`config.mk`:
```
export PLATFORM = sky130hd
export DESIGN_NAME = tev_tap_detector
export DESIGN_NICKNAME = d
export VERILOG_FILES = /design/src/include/tev_pkg.sv /design/src/rtl/tev_tap_detector.sv
export SDC_FILE = /design/constraint.sdc
export NUM_CORES = 1
export LEC_CHECK = 0
export ABC_AREA = 1
export BUFFER_PORTS_ARGS = -buffer_cell sky130_fd_sc_hd__buf_2
export CAP_MARGIN = 20
export CELL_PAD_IN_SITES_DETAIL_PLACEMENT = 2
export CELL_PAD_IN_SITES_GLOBAL_PLACEMENT = 2
export CORE_ASPECT_RATIO = 0.9
export CORE_MARGIN = 2
export CORE_UTILIZATION = 28
export DETAILED_ROUTE_END_ITERATION = 10
export MAX_ROUTING_LAYER = met4
export PLACE_DENSITY_LB_ADDON = 0.1
export SYNTH_ARGS = -nofsm -noshare
export SYNTH_HDL_FRONTEND = slang
export SYNTH_SLANG_ARGS = --single-unit
```
`constraint.sdc`:
```
create_clock -name core_clk -period 5.75 [get_ports core_clk]
set_clock_uncertainty 0.05 [all_clocks]
set_input_delay 1.725 -clock core_clk [delete_from_list [all_inputs] [get_ports core_clk]]
set_output_delay 1.725 -clock core_clk [all_outputs]
set_load 0.1 [all_outputs]
```
`src/include/tev_pkg.sv`:
```
package tev_pkg;

  localparam int TEV_DW = 16;
  localparam int TEV_AW = 6;

  localparam logic [TEV_AW-1:0] ADDR_TAP_THRESHOLD = 6'h1d;
  localparam logic [TEV_AW-1:0] ADDR_TAP_MAX_DURATION = 6'h21;
  localparam logic [TEV_AW-1:0] ADDR_TAP_LATENCY = 6'h22;
  localparam logic [TEV_AW-1:0] ADDR_TAP_SECOND_WINDOW = 6'h23;
  localparam logic [TEV_AW-1:0] ADDR_TAP_AXIS_CONTROL = 6'h2a;
  localparam logic [TEV_AW-1:0] ADDR_TAP_FIRST_AXIS_STATUS = 6'h2b;
  localparam logic [TEV_AW-1:0] ADDR_OUTPUT_RATE_CONFIG = 6'h2c;
  localparam logic [TEV_AW-1:0] ADDR_INTERRUPT_ENABLE_MASK = 6'h2e;
  localparam logic [TEV_AW-1:0] ADDR_TAP_SIGN = 6'h3a;

  localparam logic [7:0] REG_RESET = 8'h00;
  localparam logic [7:0] RDATA_UNMAPPED = 8'h00;

  // Axis vectors are indexed x = 2, y = 1, z = 0 throughout.
  localparam int AXC_SUPPRESS_BIT = 3;
  localparam int AXC_IMPROVED_BIT = 4;
  localparam int IEN_SINGLE_BIT = 6;
  localparam int IEN_DOUBLE_BIT = 5;
  localparam int SIGN_FIELD_LSB = 4;
  localparam int FIRST_FIELD_LSB = 0;

  localparam logic [7:0] CNT_ZERO = 8'h00;
  localparam logic [7:0] CNT_ONE = 8'h01;

  typedef struct packed {
    logic signed [TEV_DW-1:0] x;
    logic signed [TEV_DW-1:0] y;
    logic signed [TEV_DW-1:0] z;
  } tev_axes_t;

  typedef struct packed {
    logic wr;
    logic rd;
    logic [TEV_AW-1:0] addr;
    logic [7:0] wdata;
  } tev_reg_req_t;

  typedef enum logic [5:0] {
    ST_IDLE = 6'b00_0001,
    ST_TAP1 = 6'b00_0010,
    ST_HOLD = 6'b00_0100,
    ST_LAT = 6'b00_1000,
    ST_WIN = 6'b01_0000,
    ST_TAP2 = 6'b10_0000
  } tev_state_t;

endpackage

```
`src/rtl/tev_tap_detector.sv`:
```
`timescale 1ns/1ps
module tev_tap_detector
  import tev_pkg::*;
#(
  parameter int THR_SHIFT = 4
) (
  input wire logic core_clk,
  input wire logic sys_rst,
  input wire tev_reg_req_t reg_req,
  output logic [7:0] reg_rdata_ff,
  input wire logic raw_valid,
  input wire tev_axes_t raw_sample,
  input wire logic odr_valid,
  input wire tev_axes_t odr_sample,
  output logic [7:0] output_rate_config_ff,
  output logic single_tap_evt_ff,
  output logic double_tap_evt_ff
);

  if (THR_SHIFT < 0 || THR_SHIFT + 8 > TEV_DW) begin : g_bad_shift
    $error("THR_SHIFT does not fit the sample width");
  end

  logic [7:0] tap_threshold_ff;
  logic [7:0] tap_max_duration_ff;
  logic [7:0] tap_latency_ff;
  logic [7:0] tap_second_window_ff;
  logic [7:0] tap_axis_control_ff;
  logic [7:0] interrupt_enable_mask_ff;
  logic [2:0] first_axis_ff;
  logic [2:0] tap_sign_ff;
  logic [2:0] cand_axis_ff;
  logic [2:0] cand_sign_ff;
  tev_axes_t prev_odr_ff;
  tev_state_t state_ff;
  tev_state_t nxt_state;
  logic [7:0] cnt_ff;
  logic [7:0] nxt_cnt;
  logic go_single;
  logic go_double;
  logic capture;

  // Register port decode.
  wire wr_thr = reg_req.wr && reg_req.addr == ADDR_TAP_THRESHOLD;
  wire wr_dur = reg_req.wr && reg_req.addr == ADDR_TAP_MAX_DURATION;
  wire wr_lat = reg_req.wr && reg_req.addr == ADDR_TAP_LATENCY;
  wire wr_win = reg_req.wr && reg_req.addr == ADDR_TAP_SECOND_WINDOW;
  wire wr_axc = reg_req.wr && reg_req.addr == ADDR_TAP_AXIS_CONTROL;
  wire wr_rate = reg_req.wr && reg_req.addr == ADDR_OUTPUT_RATE_CONFIG;
  wire wr_ien = reg_req.wr && reg_req.addr == ADDR_INTERRUPT_ENABLE_MASK;

  wire [7:0] status_word = {5'h00, first_axis_ff} << FIRST_FIELD_LSB;
  wire [7:0] sign_word = ({5'h00, tap_sign_ff} << SIGN_FIELD_LSB)
                         | ({5'h00, first_axis_ff} << FIRST_FIELD_LSB);
  wire [7:0] rd_mux =
    (reg_req.addr == ADDR_TAP_THRESHOLD) ? tap_threshold_ff :
    (reg_req.addr == ADDR_TAP_MAX_DURATION) ? tap_max_duration_ff :
    (reg_req.addr == ADDR_TAP_LATENCY) ? tap_latency_ff :
    (reg_req.addr == ADDR_TAP_SECOND_WINDOW) ? tap_second_window_ff :
    (reg_req.addr == ADDR_TAP_AXIS_CONTROL) ? tap_axis_control_ff :
    (reg_req.addr == ADDR_TAP_FIRST_AXIS_STATUS) ? status_word :
    (reg_req.addr == ADDR_OUTPUT_RATE_CONFIG) ? output_rate_config_ff :
    (reg_req.addr == ADDR_INTERRUPT_ENABLE_MASK) ? interrupt_enable_mask_ff :
    (reg_req.addr == ADDR_TAP_SIGN) ? sign_word : RDATA_UNMAPPED;

  // Control fields.
  wire [2:0] axis_en = tap_axis_control_ff[2:0];
  wire suppress = tap_axis_control_ff[AXC_SUPPRESS_BIT];
  wire improved = tap_axis_control_ff[AXC_IMPROVED_BIT];
  wire sgl_en = interrupt_enable_mask_ff[IEN_SINGLE_BIT];
  wire dbl_en = interrupt_enable_mask_ff[IEN_DOUBLE_BIT];
  // A zero latency or window leaves double tap inoperative.
  wire dbl_armed = dbl_en && tap_latency_ff != CNT_ZERO
                   && tap_second_window_ff != CNT_ZERO;

  // Timers advance once per sample of the evaluated stream.
  wire tick = improved ? odr_valid : raw_valid;

  logic signed [TEV_DW-1:0] raw_arr [3];
  logic signed [TEV_DW-1:0] odr_arr [3];
  logic signed [TEV_DW-1:0] prev_arr [3];
  logic signed [TEV_DW-1:0] val_arr [3];
  logic [TEV_DW-1:0] mag_arr [3];
  logic [2:0] neg;
  logic [2:0] above;

  assign raw_arr[2] = raw_sample.x;
  assign raw_arr[1] = raw_sample.y;
  assign raw_arr[0] = raw_sample.z;
  assign odr_arr[2] = odr_sample.x;
  assign odr_arr[1] = odr_sample.y;
  assign odr_arr[0] = odr_sample.z;
  assign prev_arr[2] = prev_odr_ff.x;
  assign prev_arr[1] = prev_odr_ff.y;
  assign prev_arr[0] = prev_odr_ff.z;

  wire [TEV_DW-1:0] thr_ext = TEV_DW'(tap_threshold_ff) << THR_SHIFT;

  for (genvar i = 0; i < 3; i++) begin : g_axis
    // The difference wraps on overflow; tap thresholds sit far below it.
    assign val_arr[i] = improved ? TEV_DW'(odr_arr[i] - prev_arr[i])
                                 : raw_arr[i];
    assign neg[i] = val_arr[i][TEV_DW-1];
    assign mag_arr[i] = neg[i] ? TEV_DW'(-val_arr[i]) : TEV_DW'(val_arr[i]);
    assign above[i] = axis_en[i] && (mag_arr[i] > thr_ext);
  end

  wire any_above = |above;
  // The x axis wins a tie between axes crossing on the same sample.
  wire [2:0] first_pick = above[2] ? 3'b100 :
                          above[1] ? 3'b010 :
                          above[0] ? 3'b001 : 3'b000;
  wire [8:0] cnt_inc = {1'b0, cnt_ff} + 9'h001;
  wire dur_over = cnt_ff >= tap_max_duration_ff;
  wire lat_done = cnt_inc >= {1'b0, tap_latency_ff};
  wire win_done = cnt_inc >= {1'b0, tap_second_window_ff};

  always_comb begin
    nxt_state = state_ff;
    nxt_cnt = cnt_ff;
    go_single = 1'b0;
    go_double = 1'b0;
    capture = 1'b0;
    if (tick) begin
      case (state_ff)
        ST_IDLE: begin
          if (any_above) begin
            capture = 1'b1;
            nxt_cnt = CNT_ONE;
            nxt_state = ST_TAP1;
          end
        end
        ST_TAP1: begin
          if (any_above) begin
            if (dur_over) begin
              nxt_state = ST_HOLD;
            end else begin
              nxt_cnt = cnt_inc[7:0];
            end
          end else if (dbl_armed) begin
            nxt_cnt = CNT_ZERO;
            nxt_state = ST_LAT;
          end else begin
            go_single = sgl_en;
            nxt_state = ST_IDLE;
          end
        end
        ST_HOLD: begin
          // A too-long excursion must end before a new tap can start.
          if (!any_above) begin
            nxt_state = ST_IDLE;
          end
        end
        ST_LAT: begin
          if (suppress && any_above) begin
            go_single = sgl_en;
            nxt_state = ST_IDLE;
          end else if (lat_done) begin
            nxt_cnt = CNT_ZERO;
            nxt_state = ST_WIN;
          end else begin
            nxt_cnt = cnt_inc[7:0];
          end
        end
        ST_WIN: begin
          if (any_above && cnt_ff == CNT_ZERO) begin
            go_single = sgl_en;
            nxt_state = ST_IDLE;
          end else if (any_above) begin
            nxt_cnt = CNT_ONE;
            nxt_state = ST_TAP2;
          end else if (win_done) begin
            go_single = sgl_en;
            nxt_state = ST_IDLE;
          end else begin
            nxt_cnt = cnt_inc[7:0];
          end
        end
        ST_TAP2: begin
          if (any_above && dur_over) begin
            go_single = sgl_en;
            nxt_state = ST_IDLE;
          end else if (any_above) begin
            nxt_cnt = cnt_inc[7:0];
          end else begin
            go_double = dbl_en;
            go_single = sgl_en;
            nxt_state = ST_IDLE;
          end
        end
        default: begin
          nxt_state = ST_IDLE;
        end
      endcase
    end
  end

  wire evt_go = go_single || go_double;
  // Sign bits of disabled axes are kept; their first-axis bits clear.
  wire [2:0] nxt_sign = (tap_sign_ff & ~axis_en)
                        | (cand_sign_ff & axis_en);
  wire [2:0] nxt_first = cand_axis_ff & axis_en;

  always_ff @(posedge core_clk) begin
    if (sys_rst) begin
      tap_threshold_ff <= REG_RESET;
      tap_max_duration_ff <= REG_RESET;
      tap_latency_ff <= REG_RESET;
      tap_second_window_ff <= REG_RESET;
      tap_axis_control_ff <= REG_RESET;
      output_rate_config_ff <= REG_RESET;
      interrupt_enable_mask_ff <= REG_RESET;
      reg_rdata_ff <= RDATA_UNMAPPED;
    end else begin
      if (wr_thr) tap_threshold_ff <= reg_req.wdata;
      if (wr_dur) tap_max_duration_ff <= reg_req.wdata;
      if (wr_lat) tap_latency_ff <= reg_req.wdata;
      if (wr_win) tap_second_window_ff <= reg_req.wdata;
      if (wr_axc) tap_axis_control_ff <= reg_req.wdata;
      if (wr_rate) output_rate_config_ff <= reg_req.wdata;
      if (wr_ien) interrupt_enable_mask_ff <= reg_req.wdata;
      if (reg_req.rd) reg_rdata_ff <= rd_mux;
    end
  end

  always_ff @(posedge core_clk) begin
    if (sys_rst) begin
      state_ff <= ST_IDLE;
      cnt_ff <= CNT_ZERO;
      prev_odr_ff <= '0;
      cand_axis_ff <= 3'b000;
      cand_sign_ff <= 3'b000;
      first_axis_ff <= 3'b000;
      tap_sign_ff <= 3'b000;
      single_tap_evt_ff <= 1'b0;
      double_tap_evt_ff <= 1'b0;
    end else begin
      state_ff <= nxt_state;
      cnt_ff <= nxt_cnt;
      if (odr_valid) prev_odr_ff <= odr_sample;
      if (capture) cand_axis_ff <= first_pick;
      if (capture) cand_sign_ff <= neg & first_pick;
      if (evt_go) first_axis_ff <= nxt_first;
      if (evt_go) tap_sign_ff <= nxt_sign;
      single_tap_evt_ff <= go_single;
      double_tap_evt_ff <= go_double;
    end
  end
endmodule

```
Word-level counts from Yosys, hierarchy flattened --
Cells that the tools add are included.
Word-level totals: output and inout port bits 18, word-level logic and storage cells 148, input port bits 116, bits in registers 140
Operators by class: eq/ne operators 26, bitwise logic cells 7, magnitude comparators 6, reduce and logical (&&, ||, !) cells 23, add/sub/neg operators 7, muxes and demuxes 60
Operators with widths (number):
- 8-bit 2-to-1 mux | 19
- 16-bit 2-to-1 mux | 6
- 6-bit 2-to-1 mux | 10
- 6-bit == test (second input constant) | 9
- 16-bit by 12-bit > comparator with 1-bit output | 3
- 16-bit negator | 3
- 16-bit subtractor | 3
- 8-bit case mux with 5 select lines | 1
- 6-bit case mux with 6 select lines | 1
- 9-bit by 8-bit greater-or-equal comparator with 1-bit output | 2
- 1-bit 2-to-1 mux | 18
- 8-bit nonzero test | 2
- 1-bit logical AND | 15
- 3-bit != test (second input constant) | 5
- 3-bit AND | 4
- 6-bit by 5-bit == test with 1-bit output (second input constant) | 2
- 2-bit != test (second input constant) | 5
- 10-bit AND reduction | 1
- 8-bit by 1-bit adder with 9-bit output (second input constant) | 1
- 8-bit greater-or-equal comparator | 1
- 8-bit zero test | 1
- 7-bit 2-to-1 mux | 1
- 7-bit by 3-bit OR with 7-bit output | 1
- 6-bit by 1-bit == test with 1-bit output (second input constant) | 1
- other kinds (14) | 14

Logic depth before layout (Yosys ltp) --
Gate-level depths: netlist of run 1.
depth in word-level cells 12, mapped depth 45, mapped depth without buffers 44

Worst setup path before layout of run 1 --
OpenSTA, ideal clock, no wires.
path type input to register, from in odr_sample[16] (netlist name), to reg (tool-made name), arrival 5.592 ns, slack -0.007 ns, stages on the path 36, cell sequence inv_1 > ha_1 > inv_1 > fa_1 > nand2_1 > o21a_1 > ha_1 > inv_1 > nor2_2 > nand3_1 > nor2_1 > nand3_1 > nor3_2 > a21oi_1 > xnor2_1 > inv_1 > ha_1 > nand2_1 > nor2_1 > nor2_1 > o211ai_1 > o21ai_0 > nand2_1 > nor2_1 > nand2_1 > nand2_1 > nand2_1 > nand2_2 > nand3_2 > buf_6 > nor2_2 > nor2_4 > o21bai_4 > nand2_4 > a21oi_1 > nor2_1
RTL lines:
- from (decl) | line tev_tap_detector.sv:14 | input wire tev_axes_t odr_sample,

Final worst setup path of run 1 --
from in odr_sample[16] (netlist name), to reg first_axis_ff[2]
Between the ends: word-level cells in the longest chain between the ends 12
Ends and longest elaborated chain:
- 16-bit subtractor * | line tev_tap_detector.sv:101 | assign val_arr[i] = improved ? TEV_DW'(odr_arr[i] - prev_arr[i])
- 16-bit 2-to-1 mux * | line tev_tap_detector.sv:101
- 16-bit negator | line tev_tap_detector.sv:104 | assign mag_arr[i] = neg[i] ? TEV_DW'(-val_arr[i]) : TEV_DW'(val_arr[i]);
- 16-bit 2-to-1 mux * | line tev_tap_detector.sv:104
- 16-bit by 12-bit > comparator with 1-bit output * | line tev_tap_detector.sv:105 | assign above[i] = axis_en[i] && (mag_arr[i] > thr_ext);
- 1-bit logical AND * | line tev_tap_detector.sv:105
- 3-bit OR reduction * | line tev_tap_detector.sv:108 | wire any_above = |above;
- 1-bit 2-to-1 mux, or another cell as far along | line tev_tap_detector.sv:183 | end else if (any_above) begin
- 1-bit 2-to-1 mux, on equally long branches | line tev_tap_detector.sv:180, tev_tap_detector.sv:155, tev_tap_detector.sv:166
- 1-bit case mux with 4 select lines or 1-bit 2-to-1 mux (tied branches) | line tev_tap_detector.sv:125 | case (state_ff)
- 1-bit 2-to-1 mux | line tev_tap_detector.sv:124 | if (tick) begin
- 1-bit logical OR * | line tev_tap_detector.sv:198 | wire evt_go = go_single || go_double;
- to (signal assigned) | line tev_tap_detector.sv:243 | if (evt_go) first_axis_ff <= nxt_first;
- to (decl) | line tev_tap_detector.sv:30 | logic [2:0] first_axis_ff;
Mark *: on every way between the ends. The rest lies on a longest branch, timed or not. A chain may end at the register's enable or synchronous reset.

==> results of run 1 <==
==> cells by family (layout without fill, tap and decap cells) <==
kind of cell | after synthesis | in the layout | synth area share
simple gates | 791 | 793 | 0.3067
xor+xnor | 38 | 38 | 0.02933
flops | 140 | 140 | 0.2470
compound gates | 381 | 381 | 0.1833
other cells | 0 | 1 | 0
buf+inv | 351 | 712 | 0.1203
fa+ha+maj | 101 | 101 | 0.1134
==> area by class of cell <==
cell class                 count  area (µm²)
fill                        4864       24350
multi-input combinational   1313        7644
sequential                   140        2806
timing repair buffer         376        2509
inverter                     304        1159
tap                          532       665.6
clock buffer                  18       439.2
clock inverter                14       135.1
antenna                        1       2.502
==> per-layer routing <==
metal  up-vias  routed length [µm]  GRT usage
met2       170               23170     0.4009
li1       6589                   -          -
met5         -                   0          -
met1      6625               23820     0.3183
met3        29                1467    0.03100
met4         0                 694    0.05378
==> layout by cell type (no fill, tap or decap), types with 9 or more instances in the layout <==
cell type	instances
dfxtp_1	139
inv_2	13
buf_4	238
nor4_1	13
nor2_4	14
xor2_1	29
nor2_1	143
inv_1	285
nand2_2	23
nor2_2	11
clkbuf_16	17
nand2_1	375
a21oi_1	162
o21ai_0	134
o21ai_1	14
buf_2	132
nand3_2	9
nand3_1	113
ha_1	92
nor3_1	10
or2_2	21
nand4_1	31
==> worst max path at each step <==
stage                        to           start  cells past startpoint  slack [ps]
3_5_place_dp          cnt_ff[7]  odr_sample[16]                     34       -1220
6_report       first_axis_ff[2]  odr_sample[16]                     37        -360
2_1_floorplan          register  odr_sample[16]                     36           3
5_1_grt                register  odr_sample[16]                     36        -660
4_1_cts             state_ff[3]  odr_sample[16]                     40        -280
3_3_place_gp          cnt_ff[6]  odr_sample[16]                     33        -910
==> worst register-to-register path: cells and delay by family (launching register included) <==
family                     cells  cell delay [ps]
and+or+nand+nor               19             1990
buffers and inverters          6              690
AOI/OAI and AO/OA              6              810
adders and majority gates      3              930
xor gates and xnor gates       1              100
DFF                            1              380
==> power by group through the flow <==
stage          registers, mW  clock network [mW]  logic [mW]
6_report                1.02                1.15       0.980
5_1_grt                 1.02                1.23        1.11
4_1_cts                 1.02                1.18       0.970
3_5_place_dp            1.04                   0       0.925
3_3_place_gp            1.04                   0       0.883
2_1_floorplan           1.05                   0       0.497
==> metrics by stage <==
step | area (µm²) | instances | worst slack (ps) | setup TNS (ps)
after floorplan | 11350 | 1802 | 3.187 | 0
after global placement | 14090 | 2637 | -907.8 | -22500
after detailed placement | 14090 | 2637 | -1222 | -30800
after CTS | 15150 | 2688 | -277.5 | -5157
after global routing | 15360 | 2698 | -665.0 | -15830
final | 15360 | 2698 | -355.3 | -7074
==> what timing repair did <==
item	CTS	global route
resized for setup	87	28
endpoints found under the setup margin	28	28
buffers inserted	17	8
pin swaps	33	28
gates cloned	2	0
==> synthesized netlist by cell type, drive strengths merged (4+ instances only) <==
cell type / n / share of area
xor2: 29 / 0.022
o22ai: 4 / 0.0022
o21a: 5 / 0.0033
o2111ai: 5 / 0.0039
nor3: 13 / 0.0066
o31ai: 5 / 0.0033
buf: 13 / 0.0083
xnor2: 9 / 0.0069
a21oi: 170 / 0.076
dfxtp: 140 / 0.25
a21boi: 5 / 0.0033
o21bai: 10 / 0.0076
nand2: 403 / 0.14
nor2: 168 / 0.059
ha: 98 / 0.11
o21ai: 154 / 0.069
nand4: 32 / 0.018
nand3b: 8 / 0.0053
clkbuf: 34 / 0.011
nor4: 14 / 0.0077
inv: 302 / 0.10
or2: 26 / 0.015
nand3: 126 / 0.058
a31oi: 10 / 0.0055
==> out/qor.csv, run 1 <==
metric;value;unit
status;finished with violations;
failing checks;setup timing;
clk sink count;140;
net switching power;1.115;mW
cell internal pwr;2.033;mW
H-tree levels;4;
Min Hold Slack;409.8;ps
combinational share of power;0.311;
Clk Latency, worst-skew pair;460;ps
Gate Count Post-Synth;1802;
Relative slew margins;0.3735;
vias in the first global route;14630;
final setup margin;-355.3;ps
Clock power frac;0.365;
r2r worst-path depth;35;
YS warnings;0;
Vias/cell;4.971;
Die ar.;0.04215;mm²
CP Capture Type;register;
Initial DRT Pass Iterations;5;
num ports;134;
max incr delay on CP;430;ps
Die Ht;195.0;µm
global route total overflow;0;
Critical Path Slowest Stage Cell;fa_1;
clk buf depth;2;
Post-synth top flop;dfxtp_1;
startpoint types;primary input;
IO buf count;133;
hold path start;interrupt_enable_mask_ff[3];
final layout net count;2369;
FF-to-FF setup slack;640;ps
fmax;163.8;MHz
Max FO, Critical Path;5;
share of cells above drive strength 1;0.2550;
Post-synth EDFFs;0;
crit path kind;primary input to register;
Final GP Congestion;0.9057;
Leak;7.454;nW
Num CTS Buffers;17;
Fin. Hold Viols;0;
Worst IR Drop VDD;156.0;µV
DRC viols;0;
WHS Path Cells;2;
Hold WC Path Type;register to register;
routed wire length;49150;µm
Max Slew Vio Count;0;
HPWL reported at the end of detailed placement;38470;µm
Hold Buf Count CTS;0;
DRT antenna net count;0;
Worst Tran Pin Value;931.1;ps
vias;13410;
top cell family by delay on the critical path;simple AND/OR/NAND/NOR gates;
Cell variety after synth;51;
wire per inst;18.22;µm
r2r startpoint;prev_arr[16];
Die Wd;216.2;µm
critical path arrival;6370;ps
final worst path period need;6105;ps
CTS root buffer;clkbuf_16;
Initial Utilization;0.2857;
max reg flops;48;
core region area;0.03971;mm²
FFs w/ async S/R, synth;0;
Clock transition at path regs;70;ps
hold worst-path end;interrupt_enable_mask_ff[3];
Power Density;204.9;mW/mm²
Total Power;3.148;mW
max cap viols;0;
row cnt;69;
synthesized area;0.01135;mm²
Reg2Reg Capture Point;first_axis_ff[2];
Final Core Density;0.3868;
syn_nets;2019;
Area Overhead vs Synth;35.38;%
largest net degree at the start of global routing;88;
period utilization;1.062;
worst path bufs/invs;8;
Seq pwr share;0.323;
Avg Inst Size Synth;6.296;µm²
initial antenna violation count;1;
Seq cells post-synth;140;
TritonCTS clock tree;built;
All-Layer GR Usage;0.2434;
Initial DRC Count;515;
first-pass GRT wire length;78670;µm
share of the yosys chip area belonging to registers;0.2470;
RSZ-0062 raised after global routing;yes;
worst endpoint required time;6010;ps
endpoints failing setup;28;
switching share of power;0.3542;
Power figures use the tool's default switching activity.
==> inputs of run 2 (changes only) <==
--- a/config.mk
+++ b/config.mk
@@ -9,6 +9,6 @@
 export BUFFER_PORTS_ARGS = -buffer_cell sky130_fd_sc_hd__buf_2
 export CAP_MARGIN = 20
-export CELL_PAD_IN_SITES_DETAIL_PLACEMENT = 2
-export CELL_PAD_IN_SITES_GLOBAL_PLACEMENT = 2
+export CELL_PAD_IN_SITES_DETAIL_PLACEMENT = 1
+export CELL_PAD_IN_SITES_GLOBAL_PLACEMENT = 1
 export CORE_ASPECT_RATIO = 0.9
 export CORE_MARGIN = 2
@@ -20,2 +20,3 @@
 export SYNTH_HDL_FRONTEND = slang
 export SYNTH_SLANG_ARGS = --single-unit
+export TNS_END_PERCENT = 10
==> constraint.sdc (replaced) <==
create_clock -name core_clk -period 5.75 [get_ports core_clk]
set_clock_uncertainty 0.05 [all_clocks]
set_input_delay 1.15 -clock core_clk [delete_from_list [all_inputs] [get_ports core_clk]]
set_output_delay 1.15 -clock core_clk [all_outputs]
set_load 0.1 [all_outputs]
==> run 2 against run 1 <==
Against the previous run: the flow now finishes without violations; routed wire length decreased by 12%; non-clock buffer count decreased by 146; critical path depth decreased by 3; sequential share of layout area increased by 1.7 points.
==> out/qor.csv, run 2 (synthesis results as in run 1) <==
metric;value;unit;change
status;complete, no violations;;was finished with violations
startpoint types;primary input;;unchanged
clk buf depth;2;;unchanged
num ports;134;;unchanged
Num CTS Buffers;17;;unchanged
GR Util met3;0.03723;;was 0.03100
Initial Utilization;0.2857;;unchanged
grt met2 use;0.3355;;was 0.4009
Final GP Congestion;0.9050;;was 0.9057
Initial DRC Count;588;;was 515
Max Slew Vio Count;0;;unchanged
clk sink count;140;;unchanged
Seq pwr share;0.339;;was 0.323
WHS Path Cells;2;;unchanged
cell internal pwr;1.982;mW;was 2.033 mW
Area Overhead vs Synth;23.89;%;was 35.38%
Worst IR Drop VDD;161.5;µV;was 156.0 µV
Clock power frac;0.392;;was 0.365
M1 GR Usage;0.2840;;was 0.3183
row cnt;69;;unchanged
DRT antenna net count;0;;unchanged
Clock transition at path regs;60;ps;was 70 ps
first-pass GRT wire length;68220;µm;was 78,670 µm
crit path kind;primary input to register;;unchanged
Worst Tran Pin Value;1205;ps;was 931.1 ps
IO buf count;133;;unchanged
Die ar.;0.04215;mm²;unchanged
largest net degree at the start of global routing;88;;unchanged
Die Ht;195.0;µm;unchanged
Max FO, Critical Path;4;;was 5
Hold WC Path Type;register to register;;unchanged
endpoints failing setup;0;;was 28
final layout net count;2223;;was 2,369
core region area;0.03971;mm²;unchanged
H-tree levels;4;;unchanged
CTS root buffer;clkbuf_16;;unchanged
initial antenna violation count;2;;was 1
DP Worst Slack;-342.9;ps;was -1222 ps
routed wire length;43090;µm;was 49,150 µm
Most Crowded Layer GR;met2;;unchanged
max cap viols;0;;unchanged
most common cell after layout, fill and taps aside;nand2_1;;unchanged
Critical Path Slowest Stage Cell;fa_1;;unchanged
Die Wd;216.2;µm;unchanged
TritonCTS clock tree;built;;unchanged
post-route cell area;0.01406;mm²;was 0.01536 mm²
Relative slew margins;0.1862;;was 0.3735
worst endpoint required time;6000;ps;was 6010 ps
vias in the first global route;12480;;was 14,630
DRC viols;0;;unchanged
Clk Latency, worst-skew pair;460;ps;about the same
period utilization;0.9433;;was 1.062
Final Core Density;0.3539;;was 0.3868
combinational share of power;0.270;;was 0.311
final worst path period need;5424;ps;was 6105 ps
final setup margin;326.1;ps;was -355.3 ps
Initial DRT Pass Iterations;4;;was 5
Placed Instance Area;0.01310;mm²;was 0.01409 mm²
max reg flops;48;;unchanged
Leak;6.728;nW;was 7.454 nW
share of cells above drive strength 1;0.1902;;was 0.2550
critical path arrival;5670;ps;was 6370 ps
Power Density;213.6;mW/mm²;was 204.9 mW/mm²
commonest non-fill, non-tap cells in the layout;380 x nand2_1, 287 x inv_1, 165 x a21oi_1;;was 375 x nand2_1, 285 x inv_1, 238 x buf_4
switching share of power;0.3400;;was 0.3542
vias;12290;;was 13,410
fmax;184.4;MHz;was 163.8 MHz
global route total overflow;0;;unchanged
net switching power;1.021;mW;was 1.115 mW
Vias/cell;4.815;;was 4.971
max incr delay on CP;430;ps;about the same
wire per inst;16.88;µm;was 18.22 µm
All-Layer GR Usage;0.2113;;was 0.2434
Fin. Hold Viols;0;;unchanged
CP Capture Type;register;;unchanged
r2r worst-path depth;36;;was 35
HPWL reported at the end of detailed placement;33840;µm;was 38,470 µm
[run 2: cell count changes in the layout (fill, tap and decap cells not counted), sizes merged]
cell | before | now
buf | 375 | 230
inv | 308 | 304
clkbuf | 19 | 22
clkinvlp | 3 | 1
bufinv | 1 | 2
clkinv | 6 | 7
[run 2: critical path: cells and delay by family]
family	cells	cell delay [ps]
AO/OA/AOI/OAI	5	610
buffers and inverters	8	890
XOR/XNOR	1	170
AND/OR/NAND/NOR	16	1850
adder cells (fa/ha/maj)	4	1000
[run 2: power by group through the flow]
stage,Clock (mW),Sequential (mW),Combinational [mW]
finish,1.18,1.02,0.810
global route,1.24,1.02,0.927
CTS,1.21,1.02,0.790
detailed placement,0,1.04,0.784
global placement,0,1.04,0.769
floorplan,0,1.05,0.495
[run 2: what timing repair did]
action,4_1_cts,5_1_grt
buffers inserted,0,12
gates resized for setup,0,73
setup endpoints to repair,0,26
hold buffers,0,0
[run 2: metal layers]
metal | vias to the layer above | part of all wire
li1 | 6285 | -
met1 | 5824 | 0.50
met5 | - | 0
met4 | 0 | 0.011
met2 | 148 | 0.45
met3 | 30 | 0.034
[run 2: layout make-up]
type                            instances  area (µm²)
Antenna cell                            1       2.502
Clock buffer                           22       474.2
Clock inverter                         10       113.9
Fill cell                            5203       25660
Inverter                              304        1144
Multi-Input combinational cell       1313        7455
Sequential cell                       140        2806
Tap cell                              532       665.6
Timing Repair Buffer                  230        1395
[run 2: per-stage QoR]
stage          std cells  power [mW]  setup TNS (ps)  hold WS [ps]
2_1_floorplan       1802       1.543               0         374.5
5_1_grt             2552       3.190          -390.6         424.4
6_report            2552       3.003               0         409.8
3_5_place_dp        2505       1.822           -6140         395.0
4_1_cts             2537       3.018               0         407.0
3_3_place_gp        2504       1.806           -3717         389.8
[run 2: worst paths after layout]
check | start | end | slack [ps]
setup / recovery | odr_sample[16] | first_axis_ff[1] | 330
hold reg to reg | interrupt_enable_mask_ff[3] | interrupt_enable_mask_ff[3] | 410
setup reg to reg | prev_arr[0] | first_axis_ff[1] | 820
hold / removal | interrupt_enable_mask_ff[3] | interrupt_enable_mask_ff[3] | 410
